[config.mk]
export PLATFORM = sky130hd
export DESIGN_NAME = boundary_scan_test_port
export DESIGN_NICKNAME = d
export VERILOG_FILES = /design/src/scan_port_pkg.sv /design/src/boundary_cell.sv /design/src/boundary_scan_test_port.sv
export SDC_FILE = /design/constraint.sdc
export NUM_CORES = 2
export LEC_CHECK = 0
export BUFFER_PORTS_ARGS = -buffer_cell sky130_fd_sc_hd__buf_2
export CAP_MARGIN = 15
export CORE_ASPECT_RATIO = 0.75
export CORE_UTILIZATION = 40
export DETAILED_ROUTE_END_ITERATION = 12
export HOLD_SLACK_MARGIN = 0.02
export PLACE_DENSITY = 0.61
export REMOVE_ABC_BUFFERS = 1
export SKIP_CTS_REPAIR_TIMING = 1
export SLEW_MARGIN = 20
export SYNTH_ARGS = -nofsm -noshare
export SYNTH_HDL_FRONTEND = slang
export SYNTH_SLANG_ARGS = --single-unit
[constraint.sdc]
create_clock -name sys_clk_i -period 61.6 [get_ports sys_clk_i]
set_input_delay 9.24 -clock sys_clk_i [delete_from_list [all_inputs] [get_ports sys_clk_i]]
set_output_delay 9.24 -clock sys_clk_i [all_outputs]
set_load 0.02 [all_outputs]
[src/scan_port_pkg.sv]
// constants, types and helpers shared by the boundary-scan test port
package scan_port_pkg;
	localparam int IR_W   = 4;
	localparam int ID_W   = 32;
	localparam int PIN_CAP = 3;
	localparam int PIN_UPD = 2;
	localparam int IN_CAP  = 1;
	localparam int MC_CAP  = 1;
	localparam int SYNC_W  = 2;
	localparam int TP_TCK = 0;
	localparam int TP_TMS = 1;
	localparam int TP_TDI = 2;
	localparam int TP_TDO = 3;
	localparam logic [IR_W-1:0] IR_EXTEST  = 4'h0;
	localparam logic [IR_W-1:0] IR_SAMPLE  = 4'h1;
	localparam logic [IR_W-1:0] IR_IDCODE  = 4'h2;
	localparam logic [IR_W-1:0] IR_PROGRAM = 4'h8;
	localparam logic [IR_W-1:0] IR_BYPASS  = 4'hF;
	localparam logic [IR_W-1:0] IR_CAPTURE = 4'h1;
	localparam logic [IR_W-1:0] IR_RESET   = IR_IDCODE;
	// arbitrary identification value; bit 0 set as the scan convention asks
	localparam logic [ID_W-1:0] ID_CODE_DEFAULT = 32'h0A5C_0001;

	typedef enum logic [3:0] {
		ST_RESET  = 4'h0,
		ST_IDLE   = 4'h1,
		ST_SEL_DR = 4'h3,
		ST_CAP_DR = 4'h2,
		ST_SH_DR  = 4'h6,
		ST_EX1_DR = 4'h7,
		ST_PA_DR  = 4'h5,
		ST_EX2_DR = 4'h4,
		ST_UP_DR  = 4'hC,
		ST_SEL_IR = 4'hD,
		ST_CAP_IR = 4'hF,
		ST_SH_IR  = 4'hE,
		ST_EX1_IR = 4'hA,
		ST_PA_IR  = 4'hB,
		ST_EX2_IR = 4'h9,
		ST_UP_IR  = 4'h8
	} tap_state_t;

	typedef struct packed {
		logic capture;
		logic shift;
		logic update;
	} cell_ctrl_t;

	typedef struct packed {
		logic tck;
		logic tms;
		logic tdi;
	} tap_pins_t;

	function automatic tap_state_t tap_next(input tap_state_t s, input logic tms);
		case (s)
			ST_RESET:  tap_next = tms ? ST_RESET  : ST_IDLE;
			ST_IDLE:   tap_next = tms ? ST_SEL_DR : ST_IDLE;
			ST_SEL_DR: tap_next = tms ? ST_SEL_IR : ST_CAP_DR;
			ST_CAP_DR: tap_next = tms ? ST_EX1_DR : ST_SH_DR;
			ST_SH_DR:  tap_next = tms ? ST_EX1_DR : ST_SH_DR;
			ST_EX1_DR: tap_next = tms ? ST_UP_DR  : ST_PA_DR;
			ST_PA_DR:  tap_next = tms ? ST_EX2_DR : ST_PA_DR;
			ST_EX2_DR: tap_next = tms ? ST_UP_DR  : ST_SH_DR;
			ST_UP_DR:  tap_next = tms ? ST_SEL_DR : ST_IDLE;
			ST_SEL_IR: tap_next = tms ? ST_RESET  : ST_CAP_IR;
			ST_CAP_IR: tap_next = tms ? ST_EX1_IR : ST_SH_IR;
			ST_SH_IR:  tap_next = tms ? ST_EX1_IR : ST_SH_IR;
			ST_EX1_IR: tap_next = tms ? ST_UP_IR  : ST_PA_IR;
			ST_PA_IR:  tap_next = tms ? ST_EX2_IR : ST_PA_IR;
			ST_EX2_IR: tap_next = tms ? ST_UP_IR  : ST_SH_IR;
			ST_UP_IR:  tap_next = tms ? ST_SEL_DR : ST_IDLE;
			default:   tap_next = ST_RESET;
		endcase
	endfunction

	// opcodes outside the supported set fall back to bypass
	function automatic logic [IR_W-1:0] legal_ir(input logic [IR_W-1:0] op);
		case (op)
			IR_EXTEST, IR_SAMPLE, IR_IDCODE, IR_PROGRAM: legal_ir = op;
			default: legal_ir = IR_BYPASS;
		endcase
	endfunction
endpackage

[src/boundary_cell.sv]
// one boundary cell: capture/scan stages plus update stages
module boundary_cell #(
	parameter int NCAP = 3,
	parameter int NUPD = 2
) (
	input  wire logic                      sys_clk_i,
	input  wire logic                      rst_b_i,
	input  wire logic                      ce_i,
	input  wire scan_port_pkg::cell_ctrl_t ctrl_i,
	input  wire logic                      si_i,
	input  wire logic [NCAP-1:0]           cap_i,
	output logic                           so_o,
	output logic [NUPD-1:0]                upd_o
);
	import scan_port_pkg::*;

	logic [NCAP-1:0] cap;
	logic [NCAP-1:0] next_cap;
	logic [NUPD-1:0] next_upd;

	always_comb begin
		next_cap = cap;
		next_upd = upd_o;
		if (ctrl_i.capture) begin
			next_cap = cap_i;
		end else if (ctrl_i.shift) begin
			next_cap[0] = si_i;
			for (int i = 1; i < NCAP; i++) begin
				next_cap[i] = cap[i-1];
			end
		end
		if (ctrl_i.update) begin
			next_upd = cap[NUPD-1:0];
		end
	end

	always_ff @(posedge sys_clk_i or negedge rst_b_i) begin
		if (!rst_b_i) begin
			cap   <= '0;
			upd_o <= '0;
		end else if (ce_i) begin
			cap   <= next_cap;
			upd_o <= next_upd;
		end
	end

	assign so_o = cap[NCAP-1];
endmodule // boundary_cell

[src/boundary_scan_test_port.sv]
// boundary-scan test port: pin sampling, port state machine, data paths and pin muxing
module boundary_scan_test_port #(
	parameter int                            IO_COUNT = 96,
	parameter int                            IN_COUNT = 4,
	parameter int                            MC_COUNT = 8,
	parameter int                            PROG_W   = 32,
	parameter logic [scan_port_pkg::ID_W-1:0] ID_CODE  = scan_port_pkg::ID_CODE_DEFAULT
) (
	input  wire logic                sys_clk_i,
	input  wire logic                rst_b_i,
	input  wire logic                ce_i,
	input  wire logic                port_en_i,
	input  wire logic                pu_sel_i,
	input  wire logic [3:0]          tp_pin_i,
	input  wire logic [3:0]          tp_core_out_i,
	input  wire logic [3:0]          tp_core_oe_i,
	output logic      [3:0]          tp_pin_out_o,
	output logic      [3:0]          tp_pin_oe_b_o,
	output logic      [3:0]          tp_core_in_o,
	input  wire logic [IN_COUNT-1:0] in_pin_i,
	output logic      [IN_COUNT-1:0] in_core_o,
	input  wire logic [IO_COUNT-1:0] io_pin_i,
	input  wire logic [IO_COUNT-1:0] io_core_out_i,
	input  wire logic [IO_COUNT-1:0] io_core_oe_i,
	output logic      [IO_COUNT-1:0] io_pin_out_o,
	output logic      [IO_COUNT-1:0] io_pin_oe_b_o,
	output logic      [IO_COUNT-1:0] io_core_in_o,
	input  wire logic [MC_COUNT-1:0] mc_i,
	output logic      [MC_COUNT-1:0] mc_test_o,
	output logic                     mc_force_o,
	output logic                     tms_pu_o,
	output logic                     tdi_pu_o,
	output logic      [PROG_W-1:0]   prog_word_o,
	output logic                     prog_valid_o
);
	import scan_port_pkg::*;

	localparam int SW    = 4 + IN_COUNT + IO_COUNT;
	localparam int CELLS = IN_COUNT + IO_COUNT + MC_COUNT;

	logic [1:0]        rst_sync;
	logic              rst_sys_b;
	logic [SW-1:0]     s1;
	logic [SW-1:0]     s2;
	logic              tck_d;
	tap_pins_t         pins;
	logic              rise;
	logic              fall;
	tap_state_t        state, next_state;
	logic [IR_W-1:0]   ir, next_ir, ir_sr, next_ir_sr;
	logic              byp, next_byp;
	logic [ID_W-1:0]   id_sr, next_id;
	logic [PROG_W-1:0] prog_sr, next_prog, next_prog_word;
	logic              next_prog_valid;
	logic              tdo_q, next_tdo, tdo_oe_b, next_tdo_oe_b;
	logic              sel_bsr, extest, dr_out;
	cell_ctrl_t        ctrl;
	logic [CELLS:0]    chain;
	logic [IO_COUNT-1:0] upd_out, upd_oe;
	logic [MC_COUNT-1:0] mc_upd;

	// power-up reset and a disabled port both put the port state machine in reset
	always_ff @(posedge sys_clk_i or negedge rst_b_i) begin
		if (!rst_b_i) begin
			rst_sync <= 2'h0;
		end else if (ce_i) begin
			rst_sync <= {rst_sync[0], 1'b1};
		end
	end
	assign rst_sys_b = rst_sync[1];

	// every pin and the test clock are asynchronous; s1 feeds only s2
	always_ff @(posedge sys_clk_i or negedge rst_sys_b) begin
		if (!rst_sys_b) begin
			s1    <= '0;
			s2    <= '0;
			tck_d <= 1'b0;
		end else if (ce_i) begin
			s1    <= {io_pin_i, in_pin_i, tp_pin_i};
			s2    <= s1;
			tck_d <= s2[TP_TCK];
		end
	end

	assign pins = '{tck: s2[TP_TCK], tms: s2[TP_TMS], tdi: s2[TP_TDI]};
	assign rise = pins.tck && !tck_d;
	assign fall = !pins.tck && tck_d;
	assign sel_bsr = (ir == IR_EXTEST) || (ir == IR_SAMPLE);
	assign extest  = port_en_i && (ir == IR_EXTEST);

	// every cell strobe comes from the state machine, one per test clock rise
	assign ctrl = '{capture: rise && sel_bsr && state == ST_CAP_DR,
			shift:   rise && sel_bsr && state == ST_SH_DR,
			update:  rise && sel_bsr && state == ST_UP_DR};

	assign chain[0] = pins.tdi;
	for (genvar i = 0; i < IN_COUNT; i++) begin : g_in
		boundary_cell #(.NCAP(IN_CAP), .NUPD(1)) u_cell (
			.sys_clk_i(sys_clk_i), .rst_b_i(rst_sys_b), .ce_i(ce_i), .ctrl_i(ctrl),
			.si_i(chain[i]), .cap_i(s2[4+i]), .so_o(chain[i+1]), .upd_o());
	end
	for (genvar i = 0; i < IO_COUNT; i++) begin : g_io
		boundary_cell #(.NCAP(PIN_CAP), .NUPD(PIN_UPD)) u_cell (
			.sys_clk_i(sys_clk_i), .rst_b_i(rst_sys_b), .ce_i(ce_i), .ctrl_i(ctrl),
			.si_i(chain[IN_COUNT+i]),
			.cap_i({s2[4+IN_COUNT+i], io_core_oe_i[i], io_core_out_i[i]}),
			.so_o(chain[IN_COUNT+i+1]), .upd_o({upd_oe[i], upd_out[i]}));
	end
	for (genvar i = 0; i < MC_COUNT; i++) begin : g_mc
		boundary_cell #(.NCAP(MC_CAP), .NUPD(1)) u_cell (
			.sys_clk_i(sys_clk_i), .rst_b_i(rst_sys_b), .ce_i(ce_i), .ctrl_i(ctrl),
			.si_i(chain[IN_COUNT+IO_COUNT+i]), .cap_i(mc_i[i]),
			.so_o(chain[IN_COUNT+IO_COUNT+i+1]), .upd_o(mc_upd[i]));
	end

	always_comb begin
		case (ir)
			IR_EXTEST, IR_SAMPLE: dr_out = chain[CELLS];
			IR_IDCODE:            dr_out = id_sr[0];
			IR_PROGRAM:           dr_out = prog_sr[0];
			default:              dr_out = byp;
		endcase
	end

	always_comb begin
		next_state      = state;
		next_ir         = ir;
		next_ir_sr      = ir_sr;
		next_byp        = byp;
		next_id         = id_sr;
		next_prog       = prog_sr;
		next_prog_word  = prog_word_o;
		next_prog_valid = 1'b0;
		next_tdo        = tdo_q;
		next_tdo_oe_b   = tdo_oe_b;
		if (!port_en_i) begin
			next_state    = ST_RESET;
			next_ir       = IR_RESET;
			next_tdo_oe_b = 1'b1;
		end else if (rise) begin
			next_state = tap_next(state, pins.tms);
			case (state)
				ST_RESET:  next_ir = IR_RESET;
				ST_CAP_IR: next_ir_sr = IR_CAPTURE;
				ST_SH_IR:  next_ir_sr = {pins.tdi, ir_sr[IR_W-1:1]};
				ST_UP_IR:  next_ir = legal_ir(ir_sr);
				ST_CAP_DR: begin
					next_byp = 1'b0;
					next_id  = ID_CODE;
				end
				ST_SH_DR: begin
					next_byp  = pins.tdi;
					next_id   = {pins.tdi, id_sr[ID_W-1:1]};
					next_prog = {pins.tdi, prog_sr[PROG_W-1:1]};
				end
				ST_UP_DR: begin
					if (ir == IR_PROGRAM) begin
						next_prog_word  = prog_sr;
						next_prog_valid = 1'b1;
					end
				end
				default: ;
			endcase
		end else if (fall) begin
			// data-out changes on the falling test clock so the tester samples it stable
			next_tdo_oe_b = !(state == ST_SH_DR || state == ST_SH_IR);
			next_tdo      = (state == ST_SH_IR) ? ir_sr[0] : dr_out;
		end
	end

	always_ff @(posedge sys_clk_i or negedge rst_sys_b) begin
		if (!rst_sys_b) begin
			state        <= ST_RESET;
			ir           <= IR_RESET;
			ir_sr        <= '0;
			byp          <= 1'b0;
			id_sr        <= '0;
			prog_sr      <= '0;
			prog_word_o  <= '0;
			prog_valid_o <= 1'b0;
			tdo_q        <= 1'b0;
			tdo_oe_b     <= 1'b1;
		end else if (ce_i) begin
			state        <= next_state;
			ir           <= next_ir;
			ir_sr        <= next_ir_sr;
			byp          <= next_byp;
			id_sr        <= next_id;
			prog_sr      <= next_prog;
			prog_word_o  <= next_prog_word;
			prog_valid_o <= next_prog_valid;
			tdo_q        <= next_tdo;
			tdo_oe_b     <= next_tdo_oe_b;
		end
	end

	logic [3:0]          next_tp_out, next_tp_oe_b, next_tp_in;
	logic [IO_COUNT-1:0] next_io_out, next_io_oe_b;
	logic                next_pu;

	// one extra register on every pin path keeps all outputs flop-driven
	always_comb begin
		next_tp_out  = port_en_i ? {tdo_q, 3'h0} : tp_core_out_i;
		next_tp_oe_b = port_en_i ? {tdo_oe_b, 3'h7} : ~tp_core_oe_i;
		next_tp_in   = port_en_i ? 4'h0 : s2[3:0];
		next_io_out  = extest ? upd_out : io_core_out_i;
		next_io_oe_b = extest ? ~upd_oe : ~io_core_oe_i;
		next_pu      = port_en_i && pu_sel_i;
	end

	always_ff @(posedge sys_clk_i or negedge rst_sys_b) begin
		if (!rst_sys_b) begin
			tp_pin_out_o  <= 4'h0;
			tp_pin_oe_b_o <= 4'hF;
			tp_core_in_o  <= 4'h0;
			in_core_o     <= '0;
			io_pin_out_o  <= '0;
			io_pin_oe_b_o <= '1;
			io_core_in_o  <= '0;
			mc_test_o     <= '0;
			mc_force_o    <= 1'b0;
			tms_pu_o      <= 1'b0;
			tdi_pu_o      <= 1'b0;
		end else if (ce_i) begin
			tp_pin_out_o  <= next_tp_out;
			tp_pin_oe_b_o <= next_tp_oe_b;
			tp_core_in_o  <= next_tp_in;
			in_core_o     <= s2[4 +: IN_COUNT];
			io_pin_out_o  <= next_io_out;
			io_pin_oe_b_o <= next_io_oe_b;
			io_core_in_o  <= s2[4+IN_COUNT +: IO_COUNT];
			mc_test_o     <= mc_upd;
			mc_force_o    <= extest;
			tms_pu_o      <= next_pu;
			tdi_pu_o      <= next_pu;
		end
	end
endmodule // boundary_scan_test_port

# Word-level counts from Yosys, hierarchy flattened
# Cells that the tools add are included.
# Widths: inputs -> output; s select.
# op_classes
eq_ne	25
mux	252
bitwise_logic	4
reduce_logical	34
# ops
operator	n
$mux 3	194
$mux 96	2
$not 96->96	2
$pmux 32 s2	1
$mux 4	12
$pmux 4 s12	1
$eq 4x4->1 const B	10
$mux 1	35
$eq 4x2->1 const B	4
$eq 4x3->1 const B	4
$pmux 4 s2	2
$reduce_and 4->1	4
$eq 4x1->1 const B	3
$logic_not 4->1	3
$logic_and 1x1->1	8
$mux 2	3
$reduce_and 2->1	3
$reduce_and 3->1	2
$reduce_bool 2->1	3
$reduce_or 2->1	3
$reduce_and 5->1	1
$ne 2x1->1 const B	2
$not 4->4	1
$reduce_or 4->1	1
8 further kinds	11
# totals
reg_bits	1137
in_bits	317

# Depth between registers and ports, before layout
# logic_depth
depth_word	6
depth_mapped	8
mapped_depth_nobuf	4

# By module
# A second synthesis with hierarchy kept.
# hier_totals
hier_cells	4013
area_unflattened_um2	49073.3
# modules_own_cells
module	instances	cells_per_inst	area_per_inst_um2
boundary_scan_test_port	1	1889	25756.0
boundary_cell (g_io[0].u_cell ...)	96	21	229.0
boundary_cell (g_in[0].u_cell ...)	12	9	111.4

# Worst setup path before layout
# No wires, ideal clock.
# synth_timing
path_type	flip-flop to flip-flop
start	register, netlist name rst_sync[1]
end	register rst_sync[1]
arrival_time_ps	27325
t_required_ps	61401
path_slack_ps	34076
path_stages_with_launch	2
path_buffers	0
synth_period_minus_slack_ps	27524
path_cell_list	dfrtp_1 mux2_2
# synth_lines
item	line_no	rtl
end signal: assignment	boundary_scan_test_port.sv:67	rst_sync <= {rst_sync[0], 1'b1};
end: declaration	boundary_scan_test_port.sv:41	logic [1:0] rst_sync;

# Worst setup path in the final report
# layout_timing
start	input ce_i
end	register g_io[91].u_cell.cap[2]
# layout_between
elab_chain_cells	1
# layout_rtl
item	line_no	rtl
start: declaration	boundary_scan_test_port.sv:11	input wire logic ce_i,
$reduce_and 2->1 (no line)	--	
end signal: assignment	boundary_cell.sv:42	cap <= next_cap;
end: declaration	boundary_cell.sv:17	logic [NCAP-1:0] cap;
# No other way between the ends.
# A chain may end at the register's enable or synchronous reset.

==> impl_results.md <==
- Status: complete, no violations
- Reg area: 0.0286 mm²
- Nets: 4564
- Crit path top cell by count: buf_4
- Top delay family on crit path: buffers and inverters
- CP max FO: 103
- Largest family of logic cells by synthesized area: multiplexers
- Crit path time final: 13.15 ns
- Post-synth top area cell: dfrtp_1
- Die ar.: 0.120 mm²
- Type of origin of the critical path: input pin
- Top-count cell post-synth: dfrtp_1
- Post-Syn Area: 0.0474 mm²
- Iteration-0 DRC Markers: 1855
- Synth Area in Adders: 0.000211
- Crit Path Category: in2reg
- CP Data Arrival Time: 13.73 ns
- Mux contribution to synthesized area: 0.238
- Area of the multi-input gates: 0.0170 mm²
- DRT Pass-1 Iters: 5
- Placer's final routability congestion estimate: 0.818
- GRT Overall Usage: 0.196
- Final hold vios: 0
- Post-synthesis simple-gate area fraction: 0.0633
- Num Clock Sinks: 1136
- Synth warnings: 0
- Crit path cell chain: buf_8, and3b_1, nand3_4, buf_4, buf_4, buf_4, buf_4, o21ai_1
- Synth top area cells: dfrtp_1, mux2_2, mux2i_1, dfstp_2, nand2_1
- Sequential area share after synthesis: 0.603
- Clock buffer depth: 3
- Xor/xnor share of the synthesized area: 0
- Crit path capture type: flop
- Reg2Reg Depth: 7
- Area after DPL: 0.0513 mm²
- Mean Syn Cell Area: 12.9 µm²
- Worst Skew: 0.0194 ns
- Final Power: 1.68 mW
- H-tree depth: 3
- WL/cell: 20.0 µm
- Root Buffer: clkbuf_16
- Setup TNS: 0 ns
- Cell Rows: 108
- Antenna violations before repair: 29
- Hold Path Class: reg2async
- WHS: 0.324 ns
- P per Cell Area: 30.5 mW/mm²
- MaxCap Viol Count: 0
- Top cell type's share of synthesized area: 0.546
- R2R Setup Slk: 56.50 ns
- Final setup fails: 0
- Via density per instance: 5.04
- Fin. max-slew vios: 0
- Post-Layout Cell Count: 5897
- #FFs+latches synth: 1136
- Asr flop ratio synth: 1.00
- IO Port Bufs: 664
- Drt total wl: 118000 µm
- Max rail drop VDD: 24.9 µV
- Fin area: 0.0550 mm²
- Critical path's slowest cell: buf_4
- Placed cells: 5675
- FMAX: 76.0 MHz
- Post-synthesis compound-gate area fraction: 0.0578
- Vias in the first global route: 30.1k
- Final Cycle Share: 0.214
- Worst reg2reg path startpoint: state[0]$_DFFE_PN0P_
- Gr ovfl total: 0
- Die width: 399 µm
- Worst r2r dst: g_io[91].u_cell.cap[2]$_DFFE_PN0P_
- DP Wirelength: 78500 µm
- First-pass GRT wire length: 183000 µm
- Largest stage delay, worst path: 0.86 ns
- Largest net degree at the start of global routing: 157
- Slew at the pin closest to its max-slew limit: 1.16 ns
- Relative slew margins: 0.229
- RSZ-0062 raised after global routing: false
- Synth Flop Type: dfrtp_1
- Synth-to-Final Area Change: 16.2%
- Die Ht: 300 µm
- Number of buffers and inverters on the critical path: 5
- Core Region: 0.117 mm²
- Number of routed nets with antenna violations: 0
- I/O pin count: 665
- Via Count: 29.8k
- Yosys cell types: 50
- Inserted Clock Buffers: 110
- DRC viols: 0
- TritonCTS clock tree: yes
- Fill count: 10.7k
- Starting Density: 0.406
- WP data required: 62.17 ns
- P_leak: 24.1 nW
- Clk_lat worst skew: 0.72 ns
- EDFF count, synth: 0
- Post-Syn Instances: 3680
- Worst-path clk slew: 0.06 ns
- Commonest cells post-synth: dfrtp_1, mux2_2, nand2_1
- Layout cells sized above 1: 0.379
metal layers:
layer / wire, µm / part of all wire / track usage / vias to the layer above
met1: 54500 / 0.46 / 0.275 / 15000
li1: - / - / - / 14000
met5: 168 / 0.0014 / 0.00317 / -
met4: 2510 / 0.021 / 0.0556 / 24
met3: 6770 / 0.057 / 0.0525 / 167
met2: 54100 / 0.46 / 0.298 / 609
placed cells by master (no fill, tap or decap), types with 3 or more instances in the layout:
| cell | instances |
|---|---|
| o22a_1 | 7 |
| clkinv_2 | 16 |
| buf_4 | 35 |
| nor2_1 | 112 |
| mux2i_1 | 399 |
| inv_16 | 3 |
| mux2_2 | 645 |
| a22o_1 | 24 |
| a31oi_1 | 101 |
| clkbuf_8 | 26 |
| buf_2 | 663 |
| clkbuf_16 | 110 |
| inv_1 | 8 |
| o21ai_1 | 298 |
| o2bb2ai_1 | 3 |
| nor3_1 | 4 |
| o21ai_0 | 16 |
| dfstp_2 | 102 |
| bufinv_16 | 9 |
| a31o_2 | 7 |
| a21oi_1 | 10 |
| buf_12 | 5 |
| clkbuf_1 | 38 |
| nor2b_1 | 9 |
| nand2b_1 | 6 |
| diode_2 | 14 |
| inv_6 | 3 |
| nand2_1 | 602 |
| a221o_1 | 3 |
| dfrtp_1 | 1033 |
area by class of cell:
type	instances	area share
multi-input combinational	2285	0.310
clock buffer	174	0.0591
tap	1540	0.0350
clock inverter	34	0.00853
timing repair buffer	706	0.0676
inverter	8	0.000546
antenna	14	0.000637
sequential	1136	0.519
cells by family (layout without fill, tap and decap cells):
logic type      after synthesis  count (layout)
buf+inv                     259             922
simple gates                759             759
other cells                   0              14
compound gates              481             481
fa+ha+maj                     1               1
mux                        1044            1044
flops                      1136            1136
how the worst max path moves through the flow:
stage,startpoint,to,slack (ns),cells past startpoint
finish,ce_i,g_io[91].u_cell.cap[2]$_DFFE_PN0P_,48.45,8
global route,ce_i,g_io[20].u_cell.cap[1]$_DFFE_PN0P_,48.13,9
CTS,ce_i,g_io[78].u_cell.cap[2]$_DFFE_PN0P_,48.57,9
detailed placement,ce_i,g_io[78].u_cell.cap[2]$_DFFE_PN0P_,47.77,9
global placement,ce_i,g_io[91].u_cell.cap[2]$_DFFE_PN0P_,47.86,8
floorplan,rst_sync[1]$_DFFE_PN0P_,byp$_DFFE_PN0P_,27.75,0
through the flow:
step                worst slack [ns]   util
floorplan                      27.75      -
global placement               47.86  0.440
detailed placement             47.77  0.440
CTS                            48.57  0.472
global route                   48.13  0.472
finish                         48.45  0.472
flip-flops by register name (all words and copies together) (netlist names), 8 cells and up:
name	cells
g_io.u_cell.upd_o	192
io_core_in_o	96
s1	104
g_mc.u_cell.so_o	8
io_pin_out_o	96
prog_sr	32
io_pin_oe_b_o	96
g_mc.u_cell.upd_o	8
mc_test_o	8
prog_word_o	32
id_sr	31
g_io.u_cell.cap	288
s2	104
where the power goes:
group / switching (mW) / internal, mW / total (mW)
Sequential: 0.0297 / 0.797 / 0.826
Clock: 0.297 / 0.401 / 0.698
Combinational: 0.0859 / 0.0692 / 0.155
No activity file was read; power rests on OpenSTA's default activity.
